===== src/inc/smbsl_pkg.sv =====
// How it works
// Only the seven-bit bus address 0101110 is answered.
// Master appends direction bit: 0x5C writes, 0x5D reads.
// Each byte is eight data bits plus one acknowledge bit.
// Data changes only while clock low; data rising with clock high is stop.
// Master ends a write with a stop on the tenth pulse.
// Master no-acknowledges a read byte, then stops; device releases data.
// Direction is fixed by the address byte until a new start.
// Writes carry one or two bytes; a read supplies exactly one byte.
// First byte after the address loads the register pointer.
// Second write byte is stored in the register the pointer selects.
// A pointer-only write changes no data register.
// A read returns the register selected by the pointer.
// The pointer is kept between transfers.
// Repeated start is accepted in place of stop.
// Send byte: address and command code are both acknowledged.
// Pointer write then repeated start read returns that register.
// Monitoring enable, bit 0 of 0x40, stays writable when locked.
// After 35 ms bus inactivity the device releases the bus.
// Bit 6 of 0x40 set disables the bus timeout; default 0.
// A non-matching address is not acknowledged; transfer ignored until start.
package smbsl_pkg;
   localparam logic [6:0] DEV_ADDR = 7'h2E;
   localparam logic [7:0] MAIN_CFG_OFS = 8'h40;
   localparam logic [7:0] MAIN_CFG_RESET = 8'h01;
   localparam int MON_EN_BIT = 0;
   localparam int LOCK_BIT = 1;
   localparam int BUS_TIMEOUT_OFF_BIT = 6;
   localparam int CLK_HZ = 25000000;
   localparam int TIMEOUT_MS = 35;
   localparam int TIMEOUT_CYC = (CLK_HZ / 1000) * TIMEOUT_MS;
   localparam int REG_COUNT = 256;
   typedef enum logic [2:0] {
      SMBSL_IDLE, SMBSL_ADDR, SMBSL_RXDATA, SMBSL_TXDATA, SMBSL_ACK, SMBSL_MACK
   } smbsl_state_t;
endpackage


===== src/inc/smbsl_line_if.sv =====
`timescale 1ns/10ps
// Conditioned bus events passed from the line watcher to the protocol engine
interface smbsl_line_if;
   logic scl_rise;
   logic scl_fall;
   logic sda_in;
   logic start;
   logic stop;
   logic idle_timeout;
   modport watcher(output scl_rise, scl_fall, sda_in, start, stop, idle_timeout);
   modport engine(input scl_rise, scl_fall, sda_in, start, stop, idle_timeout);
endinterface


===== src/logic/smbsl_line_watch.sv =====
`timescale 1ns/10ps
module smbsl_line_watch #(
   parameter int TIMEOUT_CYCLES = smbsl_pkg::TIMEOUT_CYC
) (
   // Clock and reset
   input wire logic i_sys_clk,
   input wire logic i_rst,
   // Bus lines and control
   input wire logic i_scl,
   input wire logic i_sda,
   input wire logic i_timeout_off,
   // Events
   smbsl_line_if.watcher line
);
   logic scl_reg;
   logic sda_reg;
   logic [31:0] idle_cnt_reg;
   logic timed_out_reg;
   wire activity = (i_scl != scl_reg) || (i_sda != sda_reg);
   assign line.scl_rise = i_scl && !scl_reg;
   assign line.scl_fall = !i_scl && scl_reg;
   assign line.sda_in = i_sda;
   assign line.start = i_scl && scl_reg && sda_reg && !i_sda;
   assign line.stop = i_scl && scl_reg && !sda_reg && i_sda;
   assign line.idle_timeout = timed_out_reg;
   always_ff @(posedge i_sys_clk) begin
      if (i_rst) begin
         scl_reg <= 1'b1;
         sda_reg <= 1'b1;
         idle_cnt_reg <= 32'h0;
         timed_out_reg <= 1'b0;
      end else begin
         scl_reg <= i_scl;
         sda_reg <= i_sda;
         timed_out_reg <= 1'b0;
         if (activity || i_timeout_off) begin
            idle_cnt_reg <= 32'h0;
         end else if (idle_cnt_reg == 32'(TIMEOUT_CYCLES - 1)) begin
            idle_cnt_reg <= 32'h0;
            timed_out_reg <= 1'b1;
         end else begin
            idle_cnt_reg <= idle_cnt_reg + 32'h1;
         end
      end
   end
endmodule


===== src/logic/smbsl_slave.sv =====
`timescale 1ns/10ps
module smbsl_slave #(
   parameter int TIMEOUT_CYCLES = smbsl_pkg::TIMEOUT_CYC
) (
   // Clock and reset
   input wire logic i_sys_clk,
   input wire logic i_rst,
   // Bus pins, data open drain
   input wire logic i_scl,
   input wire logic i_sda,
   output logic o_sda,
   output logic o_sda_oe_n,
   // Device register access
   output logic [7:0] o_pointer,
   output logic [7:0] o_main_cfg,
   output logic o_reg_wr,
   output logic [7:0] o_reg_wr_data,
   input wire logic [7:0] i_reg_rd_data
);
   smbsl_line_if line();
   smbsl_pkg::smbsl_state_t state_reg;
   smbsl_pkg::smbsl_state_t state_next;
   smbsl_pkg::smbsl_state_t after_ack_reg;
   logic [7:0] shift_reg;
   logic [3:0] bit_cnt_reg;
   logic [1:0] byte_cnt_reg;
   logic rd_dir_reg;
   logic drive_low_reg;
   logic [7:0] pointer_reg;
   logic [7:0] cfg_reg;
   logic wr_reg;
   logic [7:0] wr_data_reg;

   smbsl_line_watch #(.TIMEOUT_CYCLES(TIMEOUT_CYCLES)) i_smbsl_line_watch (
      .i_sys_clk(i_sys_clk),
      .i_rst(i_rst),
      .i_scl(i_scl),
      .i_sda(i_sda),
      .i_timeout_off(cfg_reg[smbsl_pkg::BUS_TIMEOUT_OFF_BIT]),
      .line(line)
   );

   wire [7:0] rx_byte = {shift_reg[6:0], line.sda_in};
   wire byte_done = line.scl_rise && (bit_cnt_reg == 4'd7);
   wire addr_hit = (rx_byte[7:1] == smbsl_pkg::DEV_ADDR);
   wire cfg_sel = (pointer_reg == smbsl_pkg::MAIN_CFG_OFS);
   wire locked = cfg_reg[smbsl_pkg::LOCK_BIT];
   // When locked only monitoring enable may change
   wire [7:0] cfg_wr_val = locked ?
      {cfg_reg[7:1], rx_byte[smbsl_pkg::MON_EN_BIT]} : rx_byte;
   wire [7:0] tx_src = cfg_sel ? cfg_reg : i_reg_rd_data;

   always_comb begin
      state_next = state_reg;
      case (state_reg)
         smbsl_pkg::SMBSL_IDLE: state_next = smbsl_pkg::SMBSL_IDLE;
         smbsl_pkg::SMBSL_ADDR: begin
            if (byte_done) begin
               // Foreign address: stay silent until next start
               state_next = addr_hit ? smbsl_pkg::SMBSL_ACK : smbsl_pkg::SMBSL_IDLE;
            end
         end
         smbsl_pkg::SMBSL_RXDATA: begin
            if (byte_done) begin
               state_next = smbsl_pkg::SMBSL_ACK;
            end
         end
         smbsl_pkg::SMBSL_TXDATA: begin
            if (line.scl_fall && bit_cnt_reg == 4'd8) begin
               state_next = smbsl_pkg::SMBSL_MACK;
            end
         end
         smbsl_pkg::SMBSL_ACK: begin
            // Leave on the fall that ends the ninth clock, after the ack was pulled
            if (line.scl_fall && drive_low_reg) begin
               state_next = after_ack_reg;
            end
         end
         smbsl_pkg::SMBSL_MACK: begin
            // One byte per read; after master answer wait for stop
            if (line.scl_rise) begin
               state_next = smbsl_pkg::SMBSL_IDLE;
            end
         end
         default: state_next = smbsl_pkg::SMBSL_IDLE;
      endcase
      if (line.start) begin
         state_next = smbsl_pkg::SMBSL_ADDR;
      end
      if (line.stop || line.idle_timeout) begin
         state_next = smbsl_pkg::SMBSL_IDLE;
      end
   end

   always_ff @(posedge i_sys_clk) begin
      if (i_rst) begin
         state_reg <= smbsl_pkg::SMBSL_IDLE;
      end else begin
         state_reg <= state_next;
      end
   end

   // Bit and byte framing
   always_ff @(posedge i_sys_clk) begin
      if (i_rst) begin
         shift_reg <= 8'h00;
         bit_cnt_reg <= 4'd0;
         byte_cnt_reg <= 2'd0;
         rd_dir_reg <= 1'b0;
         after_ack_reg <= smbsl_pkg::SMBSL_IDLE;
      end else if (line.start) begin
         bit_cnt_reg <= 4'd0;
         byte_cnt_reg <= 2'd0;
      end else if (line.scl_rise && (state_reg == smbsl_pkg::SMBSL_ADDR ||
                                      state_reg == smbsl_pkg::SMBSL_RXDATA)) begin
         shift_reg <= rx_byte;
         bit_cnt_reg <= bit_cnt_reg + 4'd1;
         if (byte_done && state_reg == smbsl_pkg::SMBSL_ADDR) begin
            rd_dir_reg <= line.sda_in;
            after_ack_reg <= line.sda_in ? smbsl_pkg::SMBSL_TXDATA : smbsl_pkg::SMBSL_RXDATA;
         end else if (byte_done) begin
            byte_cnt_reg <= (byte_cnt_reg == 2'd2) ? 2'd2 : byte_cnt_reg + 2'd1;
            after_ack_reg <= smbsl_pkg::SMBSL_RXDATA;
         end
      end else if (state_reg == smbsl_pkg::SMBSL_ACK && line.scl_fall && drive_low_reg) begin
         bit_cnt_reg <= 4'd0;
         if (rd_dir_reg) begin
            shift_reg <= tx_src;
         end
      end else if (state_reg == smbsl_pkg::SMBSL_TXDATA && line.scl_fall) begin
         bit_cnt_reg <= bit_cnt_reg + 4'd1;
         shift_reg <= {shift_reg[6:0], 1'b1};
      end
   end

   // Acknowledge and read data drive, set only on clock fall; start, stop or timeout release it
   always_ff @(posedge i_sys_clk) begin
      if (i_rst || line.stop || line.idle_timeout || line.start) begin
         drive_low_reg <= 1'b0;
      end else if (line.scl_fall) begin
         if (state_reg == smbsl_pkg::SMBSL_ACK) begin
            // First fall pulls the ack; second hands over to the read MSB or releases
            drive_low_reg <= !drive_low_reg || (rd_dir_reg && !tx_src[7]);
         end else if (state_reg == smbsl_pkg::SMBSL_TXDATA) begin
            // Next bit is the one below the bit just clocked out; free the line for the NAK
            drive_low_reg <= (bit_cnt_reg < 4'd7) && !shift_reg[6];
         end else begin
            drive_low_reg <= 1'b0;
         end
      end
   end

   // Pointer and register stores
   always_ff @(posedge i_sys_clk) begin
      if (i_rst) begin
         pointer_reg <= 8'h00;
         cfg_reg <= smbsl_pkg::MAIN_CFG_RESET;
         wr_reg <= 1'b0;
         wr_data_reg <= 8'h00;
      end else begin
         wr_reg <= 1'b0;
         if (byte_done && state_reg == smbsl_pkg::SMBSL_RXDATA) begin
            if (byte_cnt_reg == 2'd0) begin
               pointer_reg <= rx_byte;
            end else if (byte_cnt_reg == 2'd1) begin
               wr_data_reg <= rx_byte;
               wr_reg <= !cfg_sel;
               if (cfg_sel) begin
                  cfg_reg <= cfg_wr_val;
               end
            end
         end
      end
   end

   // Open drain: the pin is only ever pulled low, never driven high
   always_comb begin
      o_sda = 1'b0;
      o_sda_oe_n = !drive_low_reg;
   end

   assign o_pointer = pointer_reg;
   assign o_main_cfg = cfg_reg;
   assign o_reg_wr = wr_reg;
   assign o_reg_wr_data = wr_data_reg;
endmodule


===== config.mk =====
export PLATFORM = sky130hd
export DESIGN_NAME = smbsl_slave
export DESIGN_NICKNAME = d
export VERILOG_FILES = /design/src/inc/smbsl_pkg.sv /design/src/inc/smbsl_line_if.sv /design/src/logic/smbsl_line_watch.sv /design/src/logic/smbsl_slave.sv
export SDC_FILE = /design/constraint.sdc
export NUM_CORES = 1
export LEC_CHECK = 0
export BUFFER_PORTS_ARGS = -buffer_cell sky130_fd_sc_hd__buf_2
export CAP_MARGIN = 10
export CORE_MARGIN = 5
export CORE_UTILIZATION = 30
export CTS_BUF_LIST = sky130_fd_sc_hd__clkbuf_4 sky130_fd_sc_hd__clkbuf_8 sky130_fd_sc_hd__clkbuf_16
export CTS_CLUSTER_DIAMETER = 50
export DETAILED_ROUTE_END_ITERATION = 6
export GPL_TIMING_DRIVEN = 0
export HOLD_SLACK_MARGIN = 0.03
export PLACE_DENSITY_LB_ADDON = 0.3
export SLEW_MARGIN = 0
export SYNTH_ARGS = -nofsm -noshare
export SYNTH_HDL_FRONTEND = slang
export SYNTH_HIERARCHICAL = 1
export SYNTH_SLANG_ARGS = --single-unit

===== constraint.sdc =====
create_clock -name i_sys_clk -period 1.85 [get_ports i_sys_clk]
set_input_delay 0.185 -clock i_sys_clk [delete_from_list [all_inputs] [get_ports i_sys_clk]]
set_output_delay 0.185 -clock i_sys_clk [all_outputs]
set_load 0.005 [all_outputs]

* Word-level counts from Yosys, hierarchy flattened *
Cells that the tools add are included.
W data, S select, Z words.

word-level totals
  flip-flop bits (word level) = 81
  bits of input ports = 12
  output and inout bits = 27
  logic and storage cells = 129

cells by class
  add/subtract/negate cells = 3
  $lt $le $gt $ge = 1
  equal/unequal tests = 25
  mux-type cells = 24
  bitwise logic cells = 6
  reduce and logical (&&, ||, !) cells = 53

operator list
  cell                     count
  $add A32 B1 Y32 const B  1
  $eq A32 B20 Y1 const B   1
  $mux W7                  4
  $mux W3                  8
  $logic_and A1 B1 Y1      18
  $ne A3 B3 Y1 const B     6
  $pmux W3 S5              1
  $reduce_and A3 Y1        5
  $reduce_and A5 Y1        3
  $mux W4                  3
  $ne A2 B2 Y1 const B     5
  $eq A8 B7 Y1 const B     1
  $logic_not A1 Y1         8
  $logic_or A1 B1 Y1       8
  $mux W8                  1
  $eq A7 B6 Y1 const B     1
  $eq A3 B2 Y1 const B     2
  $eq A3 B3 Y1 const B     2
  $not A1 Y1               6
  $reduce_or A2 Y1         3
  $reduce_or A3 Y1         2
  $mux W1                  5
  $add A4 B1 Y4 const B    1
  $eq A4 B3 Y1 const B     1
  other kinds (14)         16

* Depth between registers and ports, before layout *
  word-level depth = 6
  mapped depth = 9
  mapped depth without buffers = 6

* By module *
The synthesis kept the hierarchy.

by module, submodules not included
  module            instances  cells an instance  area each (um^2)  sequential area each (um^2)
  smbsl_slave       1          276                2356.0            900.9
  smbsl_line_watch  1          197                1732.9            700.7

* Least setup slack after synthesis *
OpenSTA, ideal clock, no wires.

  path type = reg2reg
  start point = reg i_smbsl_line_watch.idle_cnt_reg[0]
  end point = reg i_smbsl_line_watch.idle_cnt_reg[30]
  setup time = 0.115 ns
  arrival = 1.661 ns
  required time = 1.735 ns
  setup slack = 0.075 ns
  stages on the path, launching flop included = 8
  period minus slack after synthesis = 1.775 ns
  path through = dfxtp_1 > ha_1 > and4_1 > and3_1 > nand4_1 > o21bai_2 > buf_6 > nor2_1

on the way
  cells in the longest elaborated chain, start to end = 2

RTL lines
  item                                                     line                    text
  start: declaration                                       smbsl_line_watch.sv:17  logic [31:0] idle_cnt_reg;
  start signal: assignment                                 smbsl_line_watch.sv:42  idle_cnt_reg <= idle_cnt_reg + 32'h1;
  branches (longest 2 deep; another with $add A32 B1 Y32)  n/a

Several ways; the timed one is not identified.
A chain may end at the register's enable or synchronous reset.

* Worst setup path in the final report *
  start point = reg i_smbsl_line_watch.idle_cnt_reg[0]
  end point = reg i_smbsl_line_watch.idle_cnt_reg[11]

Same word-level chain as after synthesis.

==> impl_results.md <==
* Outcome: completed
* TritonCTS Sinks at 80
* GRT Util Overall at 0.1277
* WL final at 10390 µm
* Clock buffer count from CTS at 9
* IO Pins at 39
* Kind of critical path: register to register
* Worst setup margin at 0.08985 ns
* Avg Inst Size Synth at 8.645 µm²
* Initial antenna violation count at 0
* Logic pwr share at 0.050
* Max reg flops at 32
* Clock power frac at 0.507
* Layer with the highest usage: met2
* Port bufs at 37
* WL per Instance at 14.67 µm
* Core Footprint at 13300 µm²
* Diode count at 0
* Unrepaired setup endpoints after global routing: true
* Htree depth at 3
* Synth Warn # at 6
* Die footprint at 16060 µm²
* Reg power frac at 0.443
* CP Data Required Time at 2.07 ns
* FILL cells at 1375
* FMAX at 0.5681 GHz
* Post-synth top area share at 0.3917
* Pleak at 1.876 nW
* Crit Path Max Fanout at 5
* Top cells by area, synth: dfxtp_1, nand2_1, mux2i_1, nor2_1, xnor2_1
* Synthesis-to-layout area growth at 22.06%
* CP max stage cell: dfxtp_2
* DRC at 0
* Ys async rst share at 0
* Critical Path Sink Type: register
* CTS tree: yes
* Number of global-route vias before repair at 3517
* Initial core utilization at 0.3075
* Total Nets Final at 547
* Gate Count Post-Synth at 473
* Setup violation total in the final timing report at 0
* Root Driver: clkbuf_16
* Total negative slack at 0 ns
* P_int at 3.025 mW
* Peak supply drop at 0.0004304 V
* Sw frac at 0.2333
* Leading area contributor after synthesis: dfxtp_1
* Seq cells post-synth at 80
* Commonest cells in the netlist: dfxtp_1, nand2_1, nor2_1
* Post-cts hold buffer count at 0
* Max-Cap Viols at 0
* RePlAce Congestion at 0.8073
* Final worst-path cycle share at 0.9514
* Worst hold path type: input pin to register
* Die Ht at 126.7 µm
* Drt via density at 5.133
* DRT Pass-1 Iters at 4
* Gr ovfl total at 0
* Net Switching at 0.9204 mW
* DPL Wire Length at 7528 µm
* First-pass GRT wire length at 17040 µm
* Non-Filler Instances at 708
* DR vias at 3634
* CP Buf/Inv Count at 1
* Layout cell share with drive strength beyond 1 at 0.2180
* Final hold violation count at 0
* Worst-path clk slew at 0.06 ns
* Met3 usage at 0.02942
* DRT iter0 DRCs at 229
* Mapped Area at 4089 µm²
* Num rows at 42
* # placed instances at 686
* Crit-path cells: ha_4, and4_4, and3_1, nand4_1, buf_4, a31oi_1, a21oi_1
* Count leader, synth: dfxtp_1
* Startpoint Class: register
* Worst path max stage delay at 0.38 ns
* Clk_lat worst skew at 0.35 ns
* Largest net degree at the start of global routing at 17
* Min Tclk post-route at 1.760 ns
* R2R depth at 7
* Post-synth EDFFs at 0
* Max clock buf depth at 2
* Antenna-violating nets left at 0
* GR met1 Demand/Resource at 0.1630
* CP top delay family: simple AND/OR/NAND/NOR gates
* Slew Limit Fails at 0
* Stages on the worst setup path at 7
* Met2 usage at 0.2086
* Util after Layout at 0.3754
* Syn Nets at 493
* Primary FF master, synth: dfxtp_1
* DP Worst Slack at -0.3319 ns
* Power Density at 790.6 nW/µm²
* Hold slack at 0.1035 ns
* Die width at 126.7 µm
* Register area share after synthesis at 0.3917
* Min-Delay Path Depth at 2
* Clock Skew at 0.01073 ns
* Crit path DAT at 1.98 ns
* Post-synth cell types at 63
[repair_timing]
action	4_1_cts	5_1_grt
pin swaps	4	3
endpoints found under the hold margin	0	0
endpoints found under the setup margin	48	60
setup buffers	6	1
gates resized for setup	8	21
[final timing paths]
check	slack, ns	start	to
worst max-delay path	0.09	i_smbsl_line_watch/idle_cnt_reg[0]	i_smbsl_line_watch/idle_cnt_reg[11]
worst min-delay path	0.10	i_sda	i_smbsl_line_watch/sda_reg
worst max register to register	0.09	i_smbsl_line_watch/idle_cnt_reg[0]	i_smbsl_line_watch/idle_cnt_reg[11]
worst min register to register	0.46	o_reg_wr_data[2]	o_reg_wr_data[2]
[logic make-up after synthesis]
family	synth area share
AND/OR/NAND/NOR	0.2938
AO/OA/AOI/OAI	0.1377
flip-flops	0.3917
buffers and inverters	0.05018
XOR/XNOR	0.05967
multiplexers	0.04161
adder cells (fa/ha/maj)	0.02448
other	0.0009171
[stage by stage]
step,total power [mW],instance area [µm²]
floorplan,1.911,4089
detailed placement,1.969,4494
CTS,3.986,4917
global placement,1.967,4494
global route,4.089,4991
finish,3.946,4991
[area by class of cell]
class | count | area [µm²] | area share
sequential | 80 | 1608 | 0.3221
clock inverter | 7 | 107.6 | 0.02156
inverter | 17 | 63.81 | 0.01279
clock buffer | 9 | 225.2 | 0.04512
multi-input combinational | 352 | 2386 | 0.4781
buffer | 23 | 142.6 | 0.02858
timing repair buffer | 44 | 237.7 | 0.04763
tap | 176 | 220.2 | 0.04412
[routing by layer]
metal / vias up / part of all wire
li1: 1811 / -
met1: 1721 / 0.46
met2: 81 / 0.47
met3: 21 / 0.051
met4: 0 / 0.019
met5: - / 0
[power by group through the flow]
| stage | clock network [mW] | logic, mW | registers [mW] |
|---|---|---|---|
| final | 2.00 | 0.196 | 1.75 |
| after global routing | 2.12 | 0.216 | 1.75 |
| after CTS | 2.05 | 0.192 | 1.75 |
| after detailed placement | 0 | 0.183 | 1.79 |
| after global placement | 0 | 0.181 | 1.79 |
| after floorplan | 0 | 0.129 | 1.78 |
[placed cells by master (no fill, tap or decap), types with 9 or more instances in the layout]
cell type	synthesis	routed
xnor2_1	18	18
nand4_1	12	12
a21oi_1	30	30
mux2i_1	17	17
inv_1	17	16
buf_2	8	44
nand3_1	27	27
and3_1	10	10
nand2_1	49	48
dfxtp_1	80	75
clkbuf_16	0	9
nor3_1	16	16
o21ai_1	13	13
nor2_1	42	41
buf_4	3	11
(Power assumes the default switching activity.)
